**src/hw/dcr_pkg.sv**
```systemverilog
// constants and field layout of the device capability register bank
// Contract
// - memory-size register at 0x008 is read-only with a fixed part value
// - bits 31:16 of memory-size register read 0x00ff, 64 KB of ram
// - bits 15:0 of memory-size register read 0x003f, 128 KB of flash
// - feature register at 0x010 is read-only with a fixed part value
// - feature bits mask run, sleep, deep-sleep gating bits; others pass zero (code zeroes gating bits 5, 4 though feature bits 5, 4 read 1)
// - converter speed setting in gating registers clipped to feature limit
// - feature bit 5 reads 1: thermal sensor present
// - feature bit 4 reads 1: frequency synthesiser present
// - feature bit 3 reads 1: watchdog present
// - feature bits 2, 1, 0 read 1: trace, two-wire, boundary-scan debug
// - identification bits 12:8 reserved, read zero, software preserves them
// - identification bits 7:5 read-only thermal rating code
// - identification bits 4:3 read-only package type code
// - identification bit 2 reads 1: environmental compliance met
// - identification bits 1:0 read-only qualification code, value part-defined
package dcr_pkg;
  localparam int ADDR_W = 12;
  localparam logic [11:0] OFS_PART_ID_ONE = 12'h004;
  localparam logic [11:0] OFS_MEM_SIZE_CAP = 12'h008;
  localparam logic [11:0] OFS_FEATURE_CAP = 12'h010;

  // memory-size capability fields
  localparam logic [15:0] RAM_SIZE_CODE = 16'h00ff;
  localparam logic [15:0] NVM_SIZE_CODE = 16'h003f;
  localparam int RAM_SIZE_LSB = 16;
  localparam int NVM_SIZE_LSB = 0;

  // feature capability bit positions
  localparam int FEAT_PWM_BIT = 20;
  localparam int FEAT_CONV0_BIT = 16;
  localparam int FEAT_SPD_LSB = 8;
  localparam int FEAT_SPD_W = 2;
  localparam logic [1:0] FEAT_SPD_LIMIT = 2'h1;
  localparam int FEAT_THERM_BIT = 5;
  localparam int FEAT_SYNTH_BIT = 4;
  localparam int FEAT_WDOG_BIT = 3;
  localparam int FEAT_TRACE_BIT = 2;
  localparam int FEAT_TWD_BIT = 1;
  localparam int FEAT_BSCAN_BIT = 0;

  // identification-one fields
  localparam int ID_RSVD_LSB = 8;
  localparam int ID_THERM_LSB = 5;
  localparam int ID_PKG_LSB = 3;
  localparam int ID_ENV_BIT = 2;
  localparam int ID_QUALIFICATION_STATUS_CODE_LSB = 0;
  localparam logic [2:0] ID_THERM_CODE = 3'h1;
  localparam logic [1:0] ID_PKG_CODE = 2'h1;
  localparam logic ID_ENV_CODE = 1'b1;
  localparam logic [1:0] ID_QUALIFICATION_STATUS_CODE_DEFAULT = 2'h0;
  localparam logic [31:0] RESET_WORD = 32'h0000_0000;

  typedef enum logic [1:0] {
    DCR_IDLE = 2'b01,
    DCR_ACK = 2'b10
  } dcr_bus_state_t;
endpackage

```
**src/hw/dcr_gate_if.sv**
```systemverilog
// gating register values travelling between the bank and the masking unit
`timescale 1ns/1ns
interface dcr_gate_if;
  logic [31:0] feature;
  logic [31:0] run_raw;
  logic [31:0] sleep_raw;
  logic [31:0] deep_raw;
  logic [31:0] run_masked;
  logic [31:0] sleep_masked;
  logic [31:0] deep_masked;
  modport bank (output feature, output run_raw, output sleep_raw, output deep_raw,
    input run_masked, input sleep_masked, input deep_masked);
  modport mask (input feature, input run_raw, input sleep_raw, input deep_raw,
    output run_masked, output sleep_masked, output deep_masked);
endinterface

```
**src/hw/dcr_gate_mask.sv**
```systemverilog
// masks the clock-gating registers with the feature capability word
`timescale 1ns/1ns
module dcr_gate_mask (
  input wire logic sys_clk,
  input wire logic nrst,
  dcr_gate_if.mask gif
);
  logic [31:0] run_q, run_d;
  logic [31:0] sleep_q, sleep_d;
  logic [31:0] deep_q, deep_d;

  // keep only present features except thermal bit 5 and synthesiser bit 4, which pass zero; clip the speed field to the limit
  function automatic logic [31:0] dcr_apply(input logic [31:0] raw, input logic [31:0] feat);
    logic [31:0] m;
    logic [dcr_pkg::FEAT_SPD_W-1:0] spd;
    logic [dcr_pkg::FEAT_SPD_W-1:0] lim;
    m = '0;
    m[dcr_pkg::FEAT_PWM_BIT] = raw[dcr_pkg::FEAT_PWM_BIT] & feat[dcr_pkg::FEAT_PWM_BIT];
    m[dcr_pkg::FEAT_CONV0_BIT] = raw[dcr_pkg::FEAT_CONV0_BIT] & feat[dcr_pkg::FEAT_CONV0_BIT];
    m[dcr_pkg::FEAT_WDOG_BIT] = raw[dcr_pkg::FEAT_WDOG_BIT] & feat[dcr_pkg::FEAT_WDOG_BIT];
    m[dcr_pkg::FEAT_TRACE_BIT] = raw[dcr_pkg::FEAT_TRACE_BIT] & feat[dcr_pkg::FEAT_TRACE_BIT];
    m[dcr_pkg::FEAT_TWD_BIT] = raw[dcr_pkg::FEAT_TWD_BIT] & feat[dcr_pkg::FEAT_TWD_BIT];
    m[dcr_pkg::FEAT_BSCAN_BIT] = raw[dcr_pkg::FEAT_BSCAN_BIT] & feat[dcr_pkg::FEAT_BSCAN_BIT];
    spd = raw[dcr_pkg::FEAT_SPD_LSB +: dcr_pkg::FEAT_SPD_W];
    lim = feat[dcr_pkg::FEAT_SPD_LSB +: dcr_pkg::FEAT_SPD_W];
    m[dcr_pkg::FEAT_SPD_LSB +: dcr_pkg::FEAT_SPD_W] = (spd > lim) ? lim : spd;
    return m;
  endfunction

  always_comb begin
    run_d = dcr_apply(gif.run_raw, gif.feature);
    sleep_d = dcr_apply(gif.sleep_raw, gif.feature);
    deep_d = dcr_apply(gif.deep_raw, gif.feature);
  end

  always_ff @(posedge sys_clk or negedge nrst) begin
    if (!nrst) begin
      run_q <= dcr_pkg::RESET_WORD;
      sleep_q <= dcr_pkg::RESET_WORD;
      deep_q <= dcr_pkg::RESET_WORD;
    end else begin
      run_q <= run_d;
      sleep_q <= sleep_d;
      deep_q <= deep_d;
    end
  end

  assign gif.run_masked = run_q;
  assign gif.sleep_masked = sleep_q;
  assign gif.deep_masked = deep_q;
endmodule

```
**src/hw/dcr_top.sv**
```systemverilog
// device capability register bank behind an avalon-mm slave
`timescale 1ns/1ns
module dcr_top #(
  parameter logic [1:0] QUALIFICATION_STATUS_CODE_CODE = dcr_pkg::ID_QUALIFICATION_STATUS_CODE_DEFAULT
) (
  input wire logic sys_clk,
  input wire logic nrst,
  input wire logic [11:0] avs_address,
  input wire logic avs_read,
  input wire logic avs_write,
  input wire logic [31:0] avs_writedata,
  input wire logic [3:0] avs_byteenable,
  output logic [31:0] avs_readdata,
  output logic avs_waitrequest,
  input wire logic [31:0] run_gate_raw,
  input wire logic [31:0] sleep_gate_raw,
  input wire logic [31:0] deep_gate_raw,
  output logic [31:0] run_gate_masked,
  output logic [31:0] sleep_gate_masked,
  output logic [31:0] deep_gate_masked
);
  localparam logic [31:0] MEM_SIZE_WORD =
    {dcr_pkg::RAM_SIZE_CODE, dcr_pkg::NVM_SIZE_CODE};

  function automatic logic [31:0] dcr_feature_word();
    logic [31:0] w;
    w = '0;
    w[dcr_pkg::FEAT_PWM_BIT] = 1'b1;
    w[dcr_pkg::FEAT_CONV0_BIT] = 1'b1;
    w[dcr_pkg::FEAT_SPD_LSB +: dcr_pkg::FEAT_SPD_W] = dcr_pkg::FEAT_SPD_LIMIT;
    w[dcr_pkg::FEAT_THERM_BIT] = 1'b1;
    w[dcr_pkg::FEAT_SYNTH_BIT] = 1'b1;
    w[dcr_pkg::FEAT_WDOG_BIT] = 1'b1;
    w[dcr_pkg::FEAT_TRACE_BIT] = 1'b1;
    w[dcr_pkg::FEAT_TWD_BIT] = 1'b1;
    w[dcr_pkg::FEAT_BSCAN_BIT] = 1'b1;
    return w;
  endfunction

  function automatic logic [31:0] dcr_id_word(input logic [1:0] qualification_status_code);
    logic [31:0] w;
    w = '0;
    w[dcr_pkg::ID_THERM_LSB +: 3] = dcr_pkg::ID_THERM_CODE;
    w[dcr_pkg::ID_PKG_LSB +: 2] = dcr_pkg::ID_PKG_CODE;
    w[dcr_pkg::ID_ENV_BIT] = dcr_pkg::ID_ENV_CODE;
    w[dcr_pkg::ID_QUALIFICATION_STATUS_CODE_LSB +: 2] = qualification_status_code;
    return w;
  endfunction

  localparam logic [31:0] FEATURE_WORD = dcr_feature_word();

  dcr_pkg::dcr_bus_state_t state_q, state_d;
  logic [31:0] rdata_q, rdata_d;
  logic req;

  dcr_gate_if gif();

  assign req = avs_read | avs_write;

  // one wait cycle per access; writes land nowhere
  always_comb begin
    state_d = state_q;
    rdata_d = rdata_q;
    case (state_q)
      dcr_pkg::DCR_IDLE: begin
        if (req) begin
          state_d = dcr_pkg::DCR_ACK;
          rdata_d = dcr_pkg::RESET_WORD;
          if (avs_read) begin
            if (avs_address == dcr_pkg::OFS_PART_ID_ONE) begin
              rdata_d = dcr_id_word(QUALIFICATION_STATUS_CODE_CODE);
            end else if (avs_address == dcr_pkg::OFS_MEM_SIZE_CAP) begin
              rdata_d = MEM_SIZE_WORD;
            end else if (avs_address == dcr_pkg::OFS_FEATURE_CAP) begin
              rdata_d = FEATURE_WORD;
            end else begin
              rdata_d = dcr_pkg::RESET_WORD;
            end
          end
        end
      end
      dcr_pkg::DCR_ACK: begin
        state_d = dcr_pkg::DCR_IDLE;
      end
      default: begin
        state_d = dcr_pkg::DCR_IDLE;
      end
    endcase
  end

  always_ff @(posedge sys_clk or negedge nrst) begin
    if (!nrst) begin
      state_q <= dcr_pkg::DCR_IDLE;
      rdata_q <= dcr_pkg::RESET_WORD;
    end else begin
      state_q <= state_d;
      rdata_q <= rdata_d;
    end
  end

  assign avs_waitrequest = req & (state_q != dcr_pkg::DCR_ACK);
  assign avs_readdata = rdata_q;

  assign gif.feature = FEATURE_WORD;
  assign gif.run_raw = run_gate_raw;
  assign gif.sleep_raw = sleep_gate_raw;
  assign gif.deep_raw = deep_gate_raw;

  dcr_gate_mask u_mask (
    .sys_clk(sys_clk),
    .nrst(nrst),
    .gif(gif.mask)
  );

  assign run_gate_masked = gif.run_masked;
  assign sleep_gate_masked = gif.sleep_masked;
  assign deep_gate_masked = gif.deep_masked;
endmodule

```
**config.mk**
```make
export PLATFORM = sky130hd
export DESIGN_NAME = dcr_top
export DESIGN_NICKNAME = d
export VERILOG_FILES = /design/src/hw/dcr_pkg.sv /design/src/hw/dcr_gate_if.sv /design/src/hw/dcr_gate_mask.sv /design/src/hw/dcr_top.sv
export SDC_FILE = /design/constraint.sdc
export NUM_CORES = 1
export LEC_CHECK = 0
export ABC_CLOCK_PERIOD_IN_PS = 1300
export CAP_MARGIN = 20
export CORE_AREA = 3 3 108 110
export DETAILED_ROUTE_END_ITERATION = 10
export DIE_AREA = 0 0 111 113
export DONT_BUFFER_PORTS = 1
export GPL_ROUTABILITY_DRIVEN = 1
export PLACE_DENSITY = 0.42
export SLEW_MARGIN = 20
export SYNTH_ARGS = -nofsm -noshare
export SYNTH_HDL_FRONTEND = slang
export SYNTH_HIERARCHICAL = 1
export SYNTH_SLANG_ARGS = --single-unit
```
**constraint.sdc**
```tcl
create_clock -name sys_clk -period 1.3 [get_ports sys_clk]
set_input_delay 0.195 -clock sys_clk [delete_from_list [all_inputs] [get_ports sys_clk]]
set_output_delay 0.195 -clock sys_clk [all_outputs]
set_load 0.03 [all_outputs]
```
[After elaboration in Yosys (flattened, before gate mapping)]
Index checks and enable logic that the tools add are counted.
Storage, ports and cells
  latch bits: 0
  memories: 0
  RAM bits: 0
  word-level logic and storage cells: 26
  output and inout bits: 129
  bits in read-only memories: 0
  register bits: 58
Cells by class
  div/mod/pow operators: 0
  eq/ne operators: 6
  $lt $le $gt $ge: 3
  $add $sub $neg: 0
  multiply operators: 0
  shifts and indexed selects: 0
  reduce and logical (&&, ||, !) cells: 1
  bitwise gates (word level): 2
  mux-type cells: 9
Operator list (number)
  $mux 24: 3
  $mux 21: 1
  $eq 12x3->1 const B: 1
  $eq 12x4->1 const B: 1
  $eq 12x5->1 const B: 1
  $mux 2: 5
  $gt 2x1->1 const B: 3
  $ne 2x2->1 const B: 2
  $eq 2x1->1 const B: 1
  $reduce_and 2->1: 1
  $and 1x1->1: 1
  $or 1x1->1: 1

[Logic depth before layout (Yosys ltp)]
Gate-level depths: netlist (run 1).
  depth after elaboration: 5
  mapped depth: 5

[Hierarchy]
The synthesis (run 1) kept the hierarchy.
By module, submodules not included
  dcr_gate_mask: sequential area each 600.6 um^2, instances 1, cells an instance 144, area each 1492.7 um^2
  dcr_top: sequential area each 151.4 um^2, instances 1, cells an instance 61, area each 525.5 um^2

[Least setup slack after synthesis (run 1)]
OpenSTA, ideal clock, no wires.
  kind: flip-flop to flip-flop
  start: reg state_q[0]
  end: reg rdata_q[22], in the netlist avs_readdata[22]
  path buffers: 1
  arrival: 1216 ps
  setup slack: -27 ps
  library setup time: 110 ps
  cell stages (with the launch flop): 5
  path through: dfstp_2 nand2b_4 or2_1 buf_2 o41ai_1
Between the ends
  longest elaborated chain between the ends: 2
Ends and longest elaborated chain
  from (decl): line dcr_top.sv:52  | dcr_pkg::dcr_bus_state_t state_q, state_d;
  from (signal assigned): line dcr_top.sv:93  | state_q <= dcr_pkg::DCR_IDLE;
  from (signal assigned): line dcr_top.sv:96  | state_q <= state_d;
  $eq 2x1->1: line dcr_top.sv:64  | case (state_q)
  $reduce_and 2->1 (no source line)
  to (signal assigned): line dcr_top.sv:94  | rdata_q <= dcr_pkg::RESET_WORD;
  to (signal assigned): line dcr_top.sv:97  | rdata_q <= rdata_d;
  to (decl): line dcr_top.sv:53  | logic [31:0] rdata_q, rdata_d;
Every way passes these cells.
A chain may end at the register's enable or synchronous reset.

[Worst setup path in the final report (run 1)]
  start: reg state_q[0]
  end: out avs_waitrequest
Between the ends
  longest elaborated chain between the ends: 2
Ends and longest elaborated chain
  $ne 2x2->1: line dcr_top.sv:101  | assign avs_waitrequest = req & (state_q != dcr_pkg::DCR_ACK);
  $and 1x1->1: line dcr_top.sv:101
  to (decl): line dcr_top.sv:14  | output logic avs_waitrequest,
Every way passes these cells.

==> metrics.csv, run 1 <==
metric;value;unit
outcome;finished, violations left;
failing checks;setup timing;
WL/cell;9.857;µm
Die Ht;113;µm
critical path's top delay family;flip-flops;
Total GRT Usage;0.05677;
Cell variety after synth;29;
clock sink count;30;
gpl congestion;0.7191;
reg2reg start;state_q[0];
GR Overflow Total;0;
Clk pwr share;0.393;
Setup WS pre-CTS;-3.967;ps
routed vias;1078;
Routed WL;3726;µm
Comb pwr share;0.228;
Critical Path Sink Type;primary output;
yosys warns;6;
unrepaired setup endpoints after global routing;true;
CTS clk-pin slew, worst paths;70;ps
sequential share of the synthesized area;0.3726;
initial DRC count;49;
Detailed Place HPWL;3077;µm
Num CTS Buffers;5;
CP max stage cell;dfstp_2;
GR Util met1;0.06303;
Hold Vio Cnt, Final;0;
first-pass detailed-route iteration total;3;
die area;12540;µm²
Worst Hold Path Cells;1;
vias in the first global route;993;
critical path type;register to primary output;
width of the die;111;µm
Initial Util;0.1870;
Hold WC Path Type;input port to register;
register share of total power;0.380;
first-pass GRT wire length;5506;µm
fin crit period;1340;ps
count of input and output buffers;0;
Rows;38;
Layout fillers;1165;
fin nets;394;
Crit path required time;1110;ps
Ports;277;
Power Density;1413;nW/µm²
drt drc;0;
RR Endpoint;avs_readdata[5];
dpl cells;367;
largest net degree at the start of global routing;31;
CTS tree;yes;
Post-Route Skew;6.949;ps
fin worst setup slack;-40.34;ps
Core ar.;10790;µm²
Max Cap Viol;0;
routed vias/inst;2.852;
cells after synthesis;205;
Layout area overhead;7.005;%
H-tree depth;2;
Reg2Reg Depth;3;
netlist area before placement;2018;µm²
worst skew pair latency;280;ps
critical path, cell by cell;inv_2 > a21oi_2 > buf_6;
reg2reg setup slack;100;ps
CP max FO;2;
Tcrit/Tclk final;1.031;
fin cells;378;
post-route ant nets;0;
max incr delay on CP;560;ps
Max Fclk;746.1;MHz
leakage;1.147;nW
initial antenna violation count;1;
worst vdd ir;0.4226;mV
switching share of power;0.3401;
Slew Limit Fails;0;
setup violators final;1;
Synth Register Bits;30;
Internal;2.014;mW
WP buf/inv;2;
Root Buffer;clkbuf_8;
met2 usage;0.09142;
HP Start;sleep_gate_raw[3];
GRT Max-Usage Layer;met2;
Worst Setup Start Kind;register;
syn_area_per_cell;9.845;µm²
CTS max path bufs;2;
Psw;1.038;mW
WHS Endpoint;u_mask/gif.sleep_masked[3];
n_diodes;0;
layout cell share with drive strength beyond 1;0.1050;
met3 GRT Util;0.02781;
Worst EP arrival;1150;ps
==> cell usage in the layout, fill, tap and decap left out, types with 2 or more instances in the layout <==
cell and instances:
ha_1 9, o21ai_0 4, bufinv_16 2, clkbuf_8 6, nor2b_1 3, o41ai_2 2, nor4_1 2, nor2_1 3
buf_4 4, o31ai_1 2, buf_12 3, o21ai_1 2, conb_1 119, dlygate4sd3_1 2, mux2_1 2, and2_1 18
nand2b_1 2, nand2_1 3, dfrtp_1 28, inv_1 6
==> cell usage after synthesis <==
| master | n | area [µm²] |
|---|---|---|
| conb_1 | 3 | 11.26 |
| nand2b_1 | 2 | 12.51 |
| o41ai_1 | 2 | 17.52 |
| nand2b_4 | 1 | 13.76 |
| nand2_1 | 3 | 11.26 |
| nor3_1 | 1 | 5.000 |
| or2_1 | 1 | 6.260 |
| buf_2 | 1 | 5.000 |
| ha_1 | 9 | 112.6 |
| nor4_1 | 2 | 12.51 |
| a211oi_1 | 1 | 7.510 |
| o31ai_1 | 2 | 15.01 |
| nor2_1 | 3 | 11.26 |
| dfrtp_1 | 29 | 725.7 |
| dfstp_2 | 1 | 26.28 |
| xor2_1 | 1 | 8.760 |
| a21oi_1 | 2 | 10.01 |
| nor2b_1 | 3 | 18.77 |
| buf_4 | 100 | 750.7 |
| o21ai_1 | 2 | 10.01 |
| a22o_1 | 1 | 8.760 |
| inv_1 | 7 | 26.28 |
| o21ai_0 | 4 | 20.02 |
| a211oi_2 | 1 | 12.51 |
| nand4b_1 | 1 | 8.760 |
| a21o_1 | 1 | 7.510 |
| nor3b_1 | 1 | 7.510 |
| mux2_1 | 2 | 22.52 |
| and2_1 | 18 | 112.6 |
==> routing by layer <==
metal / wire, µm / up-vias
met3: 584 / 7
met5: 13 / -
met4: 68 / 2
li1: - / 493
met2: 1797 / 106
met1: 1262 / 470
==> timing repair <==
item	4_1_cts	5_1_grt
hold endpoints to repair	32	0
resized for setup	4	0
hold buffers	3	0
pin swaps	0	2
buffers inserted	0	0
endpoints found under the setup margin	3	3
==> stage by stage <==
step / area, µm² / util / hold slack [ps] / TNS (ps) / power, mW
after floorplan: 2475 / - / -100.6 / -6.723 / 1.932
after global placement: 1967 / 0.1822 / -99.84 / -36.39 / 1.799
after detailed placement: 1967 / 0.1822 / -99.79 / -3.967 / 1.804
after CTS: 2160 / 0.2001 / 12.39 / -68.21 / 3.117
after global routing: 2160 / 0.2001 / 16.21 / -102.7 / 3.239
final: 2160 / 0.2001 / 32.59 / -40.34 / 3.052
==> how the worst max path moves through the flow <==
stage	from	to	slack [ps]	cells past startpoint
floorplan	state_q[0]	avs_readdata[22]	-3	4
finish	state_q[0]	avs_waitrequest	-40	3
global route	state_q[0]	avs_waitrequest	-100	3
detailed placement	state_q[0]	avs_readdata[22]	-4	3
global placement	state_q[0]	avs_readdata[22]	-30	3
CTS	state_q[0]	avs_waitrequest	-70	3
==> state kept, by name (all words and copies together) (netlist names) <==
| signal | cells |
|---|---|
| u_mask/gif.run_masked | 8 |
| state_q | 2 |
| u_mask/gif.deep_masked | 8 |
| u_mask/gif.sleep_masked | 8 |
| avs_readdata | 4 |
==> power groups by stage <==
stage,sequential [mW],combinational (mW),clock (mW)
floorplan,1.16,0.773,0
global placement,1.17,0.626,0
detailed placement,1.18,0.628,0
CTS,1.16,0.692,1.26
global route,1.17,0.767,1.30
finish,1.16,0.695,1.20
==> layout make-up <==
type	count	area, µm²	area share
Tap cell	140	175.2	0.08111
Sequential cell	30	753.2	0.3488
Timing Repair Buffer	10	121.4	0.05620
Inverter	7	26.28	0.01217
Clock buffer	6	82.58	0.03824
Clock inverter	2	60.06	0.02781
Multi-Input combinational cell	183	940.9	0.4357
==> logic make-up (layout without fill, tap and decap cells) <==
logic type                 Yosys count  in the layout  synth area share
muxes                                2              2           0.01116
buffers and inverters              108             25            0.3875
AOI/OAI and AO/OA                   16             16           0.05394
adders and majority gates            9              9           0.05580
xor gates and xnor gates             1              1          0.004341
and+or+nand+nor                     36             36            0.1091
other                                3            119          0.005579
DFF                                 30             30            0.3726
(Power assumes the default switching activity.)
==> inputs of run 2 (changes only) <==
ABC_CLOCK_PERIOD_IN_PS = 1100   (was 1300)
clock period = 1.1 ns   (was 1.3 ns; I/O delays follow)
==> metrics.csv, run 2 (synthesized netlist as in run 1, its figures left out) <==
metric;value;unit;change
GR Overflow Total;0;;unchanged
Total GRT Usage;0.05348;;was 0.05677
clock sink count;30;;unchanged
setup violators final;6;;was 1
Die Ht;113;µm;unchanged
Worst Setup Start Kind;register;;unchanged
critical path type;register to primary output;;unchanged
Slew Limit Fails;0;;unchanged
Post-Route Skew;3.745;ps;was 6.949 ps
post-route ant nets;0;;unchanged
n_diodes;0;;unchanged
Ports;277;;unchanged
die area;12540;µm²;unchanged
Power Density;1453;nW/µm²;was 1413 nW/µm²
most frequent cells in the layout;119 x conb_1, 28 x dfrtp_1, 18 x and2_1;;unchanged
Crit path required time;940;ps;was 1110 ps
count of input and output buffers;0;;unchanged
worst skew pair latency;280;ps;about the same
Layout area overhead;9.920;%;was 7.005%
fin crit period;1325;ps;
drt drc;0;;unchanged
Hold WC Path Type;input port to register;;unchanged
CP max FO;2;;unchanged
total chip power;3.222;mW;was 3.052 mW
WL/cell;10.18;µm;was 9.857 µm
unrepaired setup endpoints after global routing;true;;unchanged
Root Buffer;clkbuf_8;;unchanged
Rows;38;;unchanged
width of the die;111;µm;unchanged
Detailed Place HPWL;3148;µm;was 3077 µm
gpl congestion;0.7155;;was 0.7191
Critical Path Sink Type;primary output;;unchanged
CTS tree;yes;;unchanged
failing checks;setup timing;;unchanged
CTS clk-pin slew, worst paths;70;ps;about the same
largest net degree at the start of global routing;31;;unchanged
Psw;1.260;mW;was 1.038 mW
layout cell share with drive strength beyond 1;0.1260;;was 0.1050
first-pass GRT wire length;5057;µm;was 5506 µm
CTS max path bufs;2;;unchanged
vias in the first global route;892;;was 993
worst vdd ir;0.3897;mV;was 0.4226 mV
leakage;1.203;nW;was 1.147 nW
first-pass detailed-route iteration total;2;;was 3
Max Cap Viol;0;;unchanged
H-tree depth;2;;unchanged
fin worst setup slack;-225.2;ps;was -40.34 ps
initial DRC count;18;;was 49
Tcrit/Tclk final;1.205;;
fin nets;402;;was 394
Worst EP arrival;1160;ps;was 1150 ps
WHS;14.43;ps;was 32.59 ps
Initial Util;0.1870;;unchanged
Hold Vio Cnt, Final;0;;unchanged
Max Fclk;754.6;MHz;
Routed WL;3929;µm;was 3726 µm
initial antenna violation count;0;;was 1
routed vias/inst;2.837;;was 2.852
switching share of power;0.3909;;was 0.3401
Internal;1.963;mW;was 2.014 mW
Num CTS Buffers;5;;unchanged
most common cell after layout, fill and taps aside;conb_1;;unchanged
routed vias;1095;;was 1078
outcome;finished, violations left;;unchanged
Core ar.;10790;µm²;unchanged
register share of total power;0.423;;was 0.380
Comb pwr share;0.282;;was 0.228
Clk pwr share;0.295;;was 0.393
## run 2: changes by cell type in the layout (fill, tap and decap cells not counted), sizes merged
| cell | delta |
|---|---|
| bufinv | -2 |
| clkinv | +1 |
| buf | +4 |
| dlygate4sd3 | +4 |
| clkbuf | +1 |
## run 2: critical path, stage by stage (launching register included)
cell,delay [ps]
dfstp_2,560
inv_2,40
a21oi_2,140
buf_6,150
## run 2: timing repair
item                       4_1_cts  5_1_grt
gates resized for setup          2       11
setup buffers                    0        2
hold endpoints to repair        34        2
setup endpoints to repair        7       20
hold buffers                     5        2
pin swaps                        2        5
## run 2: metal layers
| layer | global-route usage | routed length, µm | vias to the layer above |
|---|---|---|---|
| met5 | 0 | 0 | - |
| met4 | 0.02463 | 61 | 0 |
| met3 | 0.03102 | 595 | 6 |
| met2 | 0.08536 | 1825 | 96 |
| li1 | - | - | 508 |
| met1 | 0.05741 | 1447 | 485 |
## run 2: final cells by class
class,count,area [µm²]
clock inverters,1,5.005
flip-flops and latches,30,753.2
repair buffers,18,198.9
well taps,140,175.2
multi-input cells,183,973.4
clock buffers,7,86.33
fillers,1161,8574
inverters,7,26.28
## run 2: final timing paths
path / start / slack (ps) / to / cells past startpoint
max: state_q[0] / -230 / avs_waitrequest / 3
min: run_gate_raw[8] / 10 / u_mask/gif.run_masked[8] / 1
max reg2reg: state_q[0] / -120 / avs_readdata[8] / 3
min reg2reg: avs_readdata[8] / 560 / avs_readdata[8] / 2
max in group asynchronous: nrst / 520 / state_q[0] / 2
min in group asynchronous: nrst / 330 / u_mask/gif.sleep_masked[8] / 2
## run 2: through the flow
step | utilization | setup WS [ps] | instances | cell area [µm²] | setup TNS [ps]
after floorplan | - | -203.4 | 321 | 2479 | -655.4
after global placement | 0.1847 | -209.1 | 370 | 1993 | -694.9
after detailed placement | 0.1847 | -262.0 | 370 | 1993 | -908.7
after CTS | 0.1993 | -246.4 | 383 | 2151 | -856.2
after global routing | 0.2055 | -263.2 | 386 | 2218 | -979.2
final | 0.2055 | -225.2 | 386 | 2218 | -615.5
## run 2: power by group through the flow
stage,Combinational [mW],Sequential [mW],Clock (mW)
2_1_floorplan,0.919,1.37,0
3_3_place_gp,0.766,1.39,0
3_5_place_dp,0.774,1.39,0
4_1_cts,0.847,1.36,1.03
5_1_grt,0.985,1.37,1.06
6_report,0.909,1.36,0.951
==> inputs of run 3 (changes only) <==
PLACE_DENSITY = default   (was 0.42)
PLACE_DENSITY_LB_ADDON = 0.2   (was default)
==> metrics.csv, run 3 (synthesized netlist as in run 1, its figures left out) <==
metric;value;unit;change
critical path, cell by cell;inv_1 > a21oi_2 > buf_6;;was inv_2 > a21oi_2 > buf_6
Max Cap Viol;0;;unchanged
RR Endpoint;avs_readdata[5];;was avs_readdata[8]
gpl congestion;0.6868;;was 0.7155
CTS max path bufs;2;;unchanged
fin crit period;1329;ps;was 1325 ps
Initial Util;0.1870;;unchanged
reg2reg start;state_q[0];;unchanged
Routed WL;3992;µm;was 3929 µm
Total GRT Usage;0.06012;;was 0.05348
Detailed Place HPWL;3022;µm;was 3148 µm
vias in the first global route;1058;;was 892
WHS Endpoint;u_mask/gif.sleep_masked[2];;was u_mask/gif.run_masked[8]
Worst Hold Path Cells;1;;unchanged
critical path type;register to primary output;;unchanged
setup TNS;-691.1;ps;was -615.5 ps
Worst Setup Start Kind;register;;unchanged
Die Ht;113;µm;unchanged
most frequent cells in the layout;119 x conb_1, 28 x dfrtp_1, 18 x and2_1;;unchanged
H-tree depth;2;;unchanged
Layout area overhead;15.19;%;was 9.920%
Hold WC Path Type;input port to register;;unchanged
drt drc;0;;unchanged
worst vdd ir;0.3778;mV;was 0.3897 mV
WHS;27.88;ps;was 14.43 ps
largest net degree at the start of global routing;31;;unchanged
n_diodes;0;;unchanged
Worst EP arrival;1160;ps;about the same
first-pass GRT wire length;5582;µm;was 5057 µm
Post-Route Skew;2.814;ps;was 3.745 ps
max incr delay on CP;560;ps;about the same
Tcrit/Tclk final;1.208;;was 1.205
first-pass detailed-route iteration total;2;;unchanged
HP Start;sleep_gate_raw[2];;was run_gate_raw[8]
fin worst setup slack;-229.0;ps;was -225.2 ps
CTS tree;yes;;unchanged
routed vias/inst;2.863;;was 2.837
Ports;277;;unchanged
setup violators final;6;;unchanged
WL/cell;10.11;µm;was 10.18 µm
initial antenna violation count;1;;was 0
worst skew pair latency;280;ps;about the same
most common cell after layout, fill and taps aside;conb_1;;unchanged
total chip power;3.342;mW;was 3.222 mW
fin area;2325;µm²;was 2218 µm²
Crit path required time;940;ps;about the same
critical path's top delay family;flip-flops;;unchanged
routed vias;1131;;was 1095
Hold Vio Cnt, Final;0;;unchanged
initial DRC count;14;;was 18
Core ar.;10790;µm²;unchanged
failing checks;setup timing;;unchanged
die area;12540;µm²;unchanged
Max Fclk;752.4;MHz;was 754.6 MHz
post-route ant nets;0;;unchanged
Slew Limit Fails;0;;unchanged
outcome;finished, violations left;;unchanged
Post-Place Cell Area;1986;µm²;was 1993 µm²
unrepaired setup endpoints after global routing;true;;unchanged
Critical Path Sink Type;primary output;;unchanged
Reg2Reg Depth;4;;was 3
width of the die;111;µm;unchanged
CP max FO;2;;unchanged
reg2reg setup slack;-170;ps;was -120 ps
Power Density;1438;nW/µm²;was 1453 nW/µm²
leakage;1.226;nW;was 1.203 nW
count of input and output buffers;0;;unchanged
Root Buffer;clkbuf_8;;unchanged
Num CTS Buffers;5;;unchanged
clock sink count;30;;unchanged
WP buf/inv;2;;unchanged
GR Overflow Total;0;;unchanged
CP max stage cell;dfstp_2;;unchanged
layout cell share with drive strength beyond 1;0.1176;;was 0.1260
CTS clk-pin slew, worst paths;80;ps;was 70 ps
Rows;38;;unchanged
fin nets;411;;was 402
[run 3: layout make-up]
type,instances,area [µm²]
fill,1184,8468
multi-input combinational,183,979.7
sequential,30,753.2
timing repair buffer,27,295.3
tap,140,175.2
clock buffer,6,82.58
inverter,7,26.28
clock inverter,2,12.51
[run 3: how the worst max path moves through the flow]
stage / from / end / slack (ps) / depth (start not counted)
floorplan: state_q[0] / avs_readdata[22] / -200 / 4
global placement: state_q[0] / avs_readdata[22] / -190 / 3
detailed placement: state_q[0] / avs_readdata[22] / -220 / 3
CTS: state_q[0] / avs_waitrequest / -260 / 3
global route: state_q[0] / avs_waitrequest / -290 / 3
finish: state_q[0] / avs_waitrequest / -230 / 3
[run 3: repair_timing]
item	4_1_cts	5_1_grt
pin swaps	2	3
endpoints found under the hold margin	46	0
hold buffers	17	0
buffers inserted	2	1
endpoints found under the setup margin	13	20
cloned	0	0
resized for setup	6	9
[run 3: power breakdown]
part / total [mW] / internal [mW] / switching (mW)
Sequential: 1.36 / 1.20 / 0.163
Clock: 0.988 / 0.503 / 0.485
Combinational: 0.991 / 0.313 / 0.678
[run 3: per-layer routing]
layer,global-route usage,up-vias,share of wire
met5,0,-,0.0033
met4,0.02709,2,0.019
met3,0.04011,8,0.17
met2,0.09466,108,0.45
met1,0.06262,488,0.36
li1,-,525,-
[run 3: through the flow]
stage | util | instances | worst slack [ps]
2_1_floorplan | - | 321 | -203.4
3_3_place_gp | 0.1840 | 369 | -186.8
3_5_place_dp | 0.1840 | 369 | -216.7
4_1_cts | 0.2119 | 395 | -264.7
5_1_grt | 0.2154 | 395 | -293.0
6_report | 0.2154 | 395 | -229.0
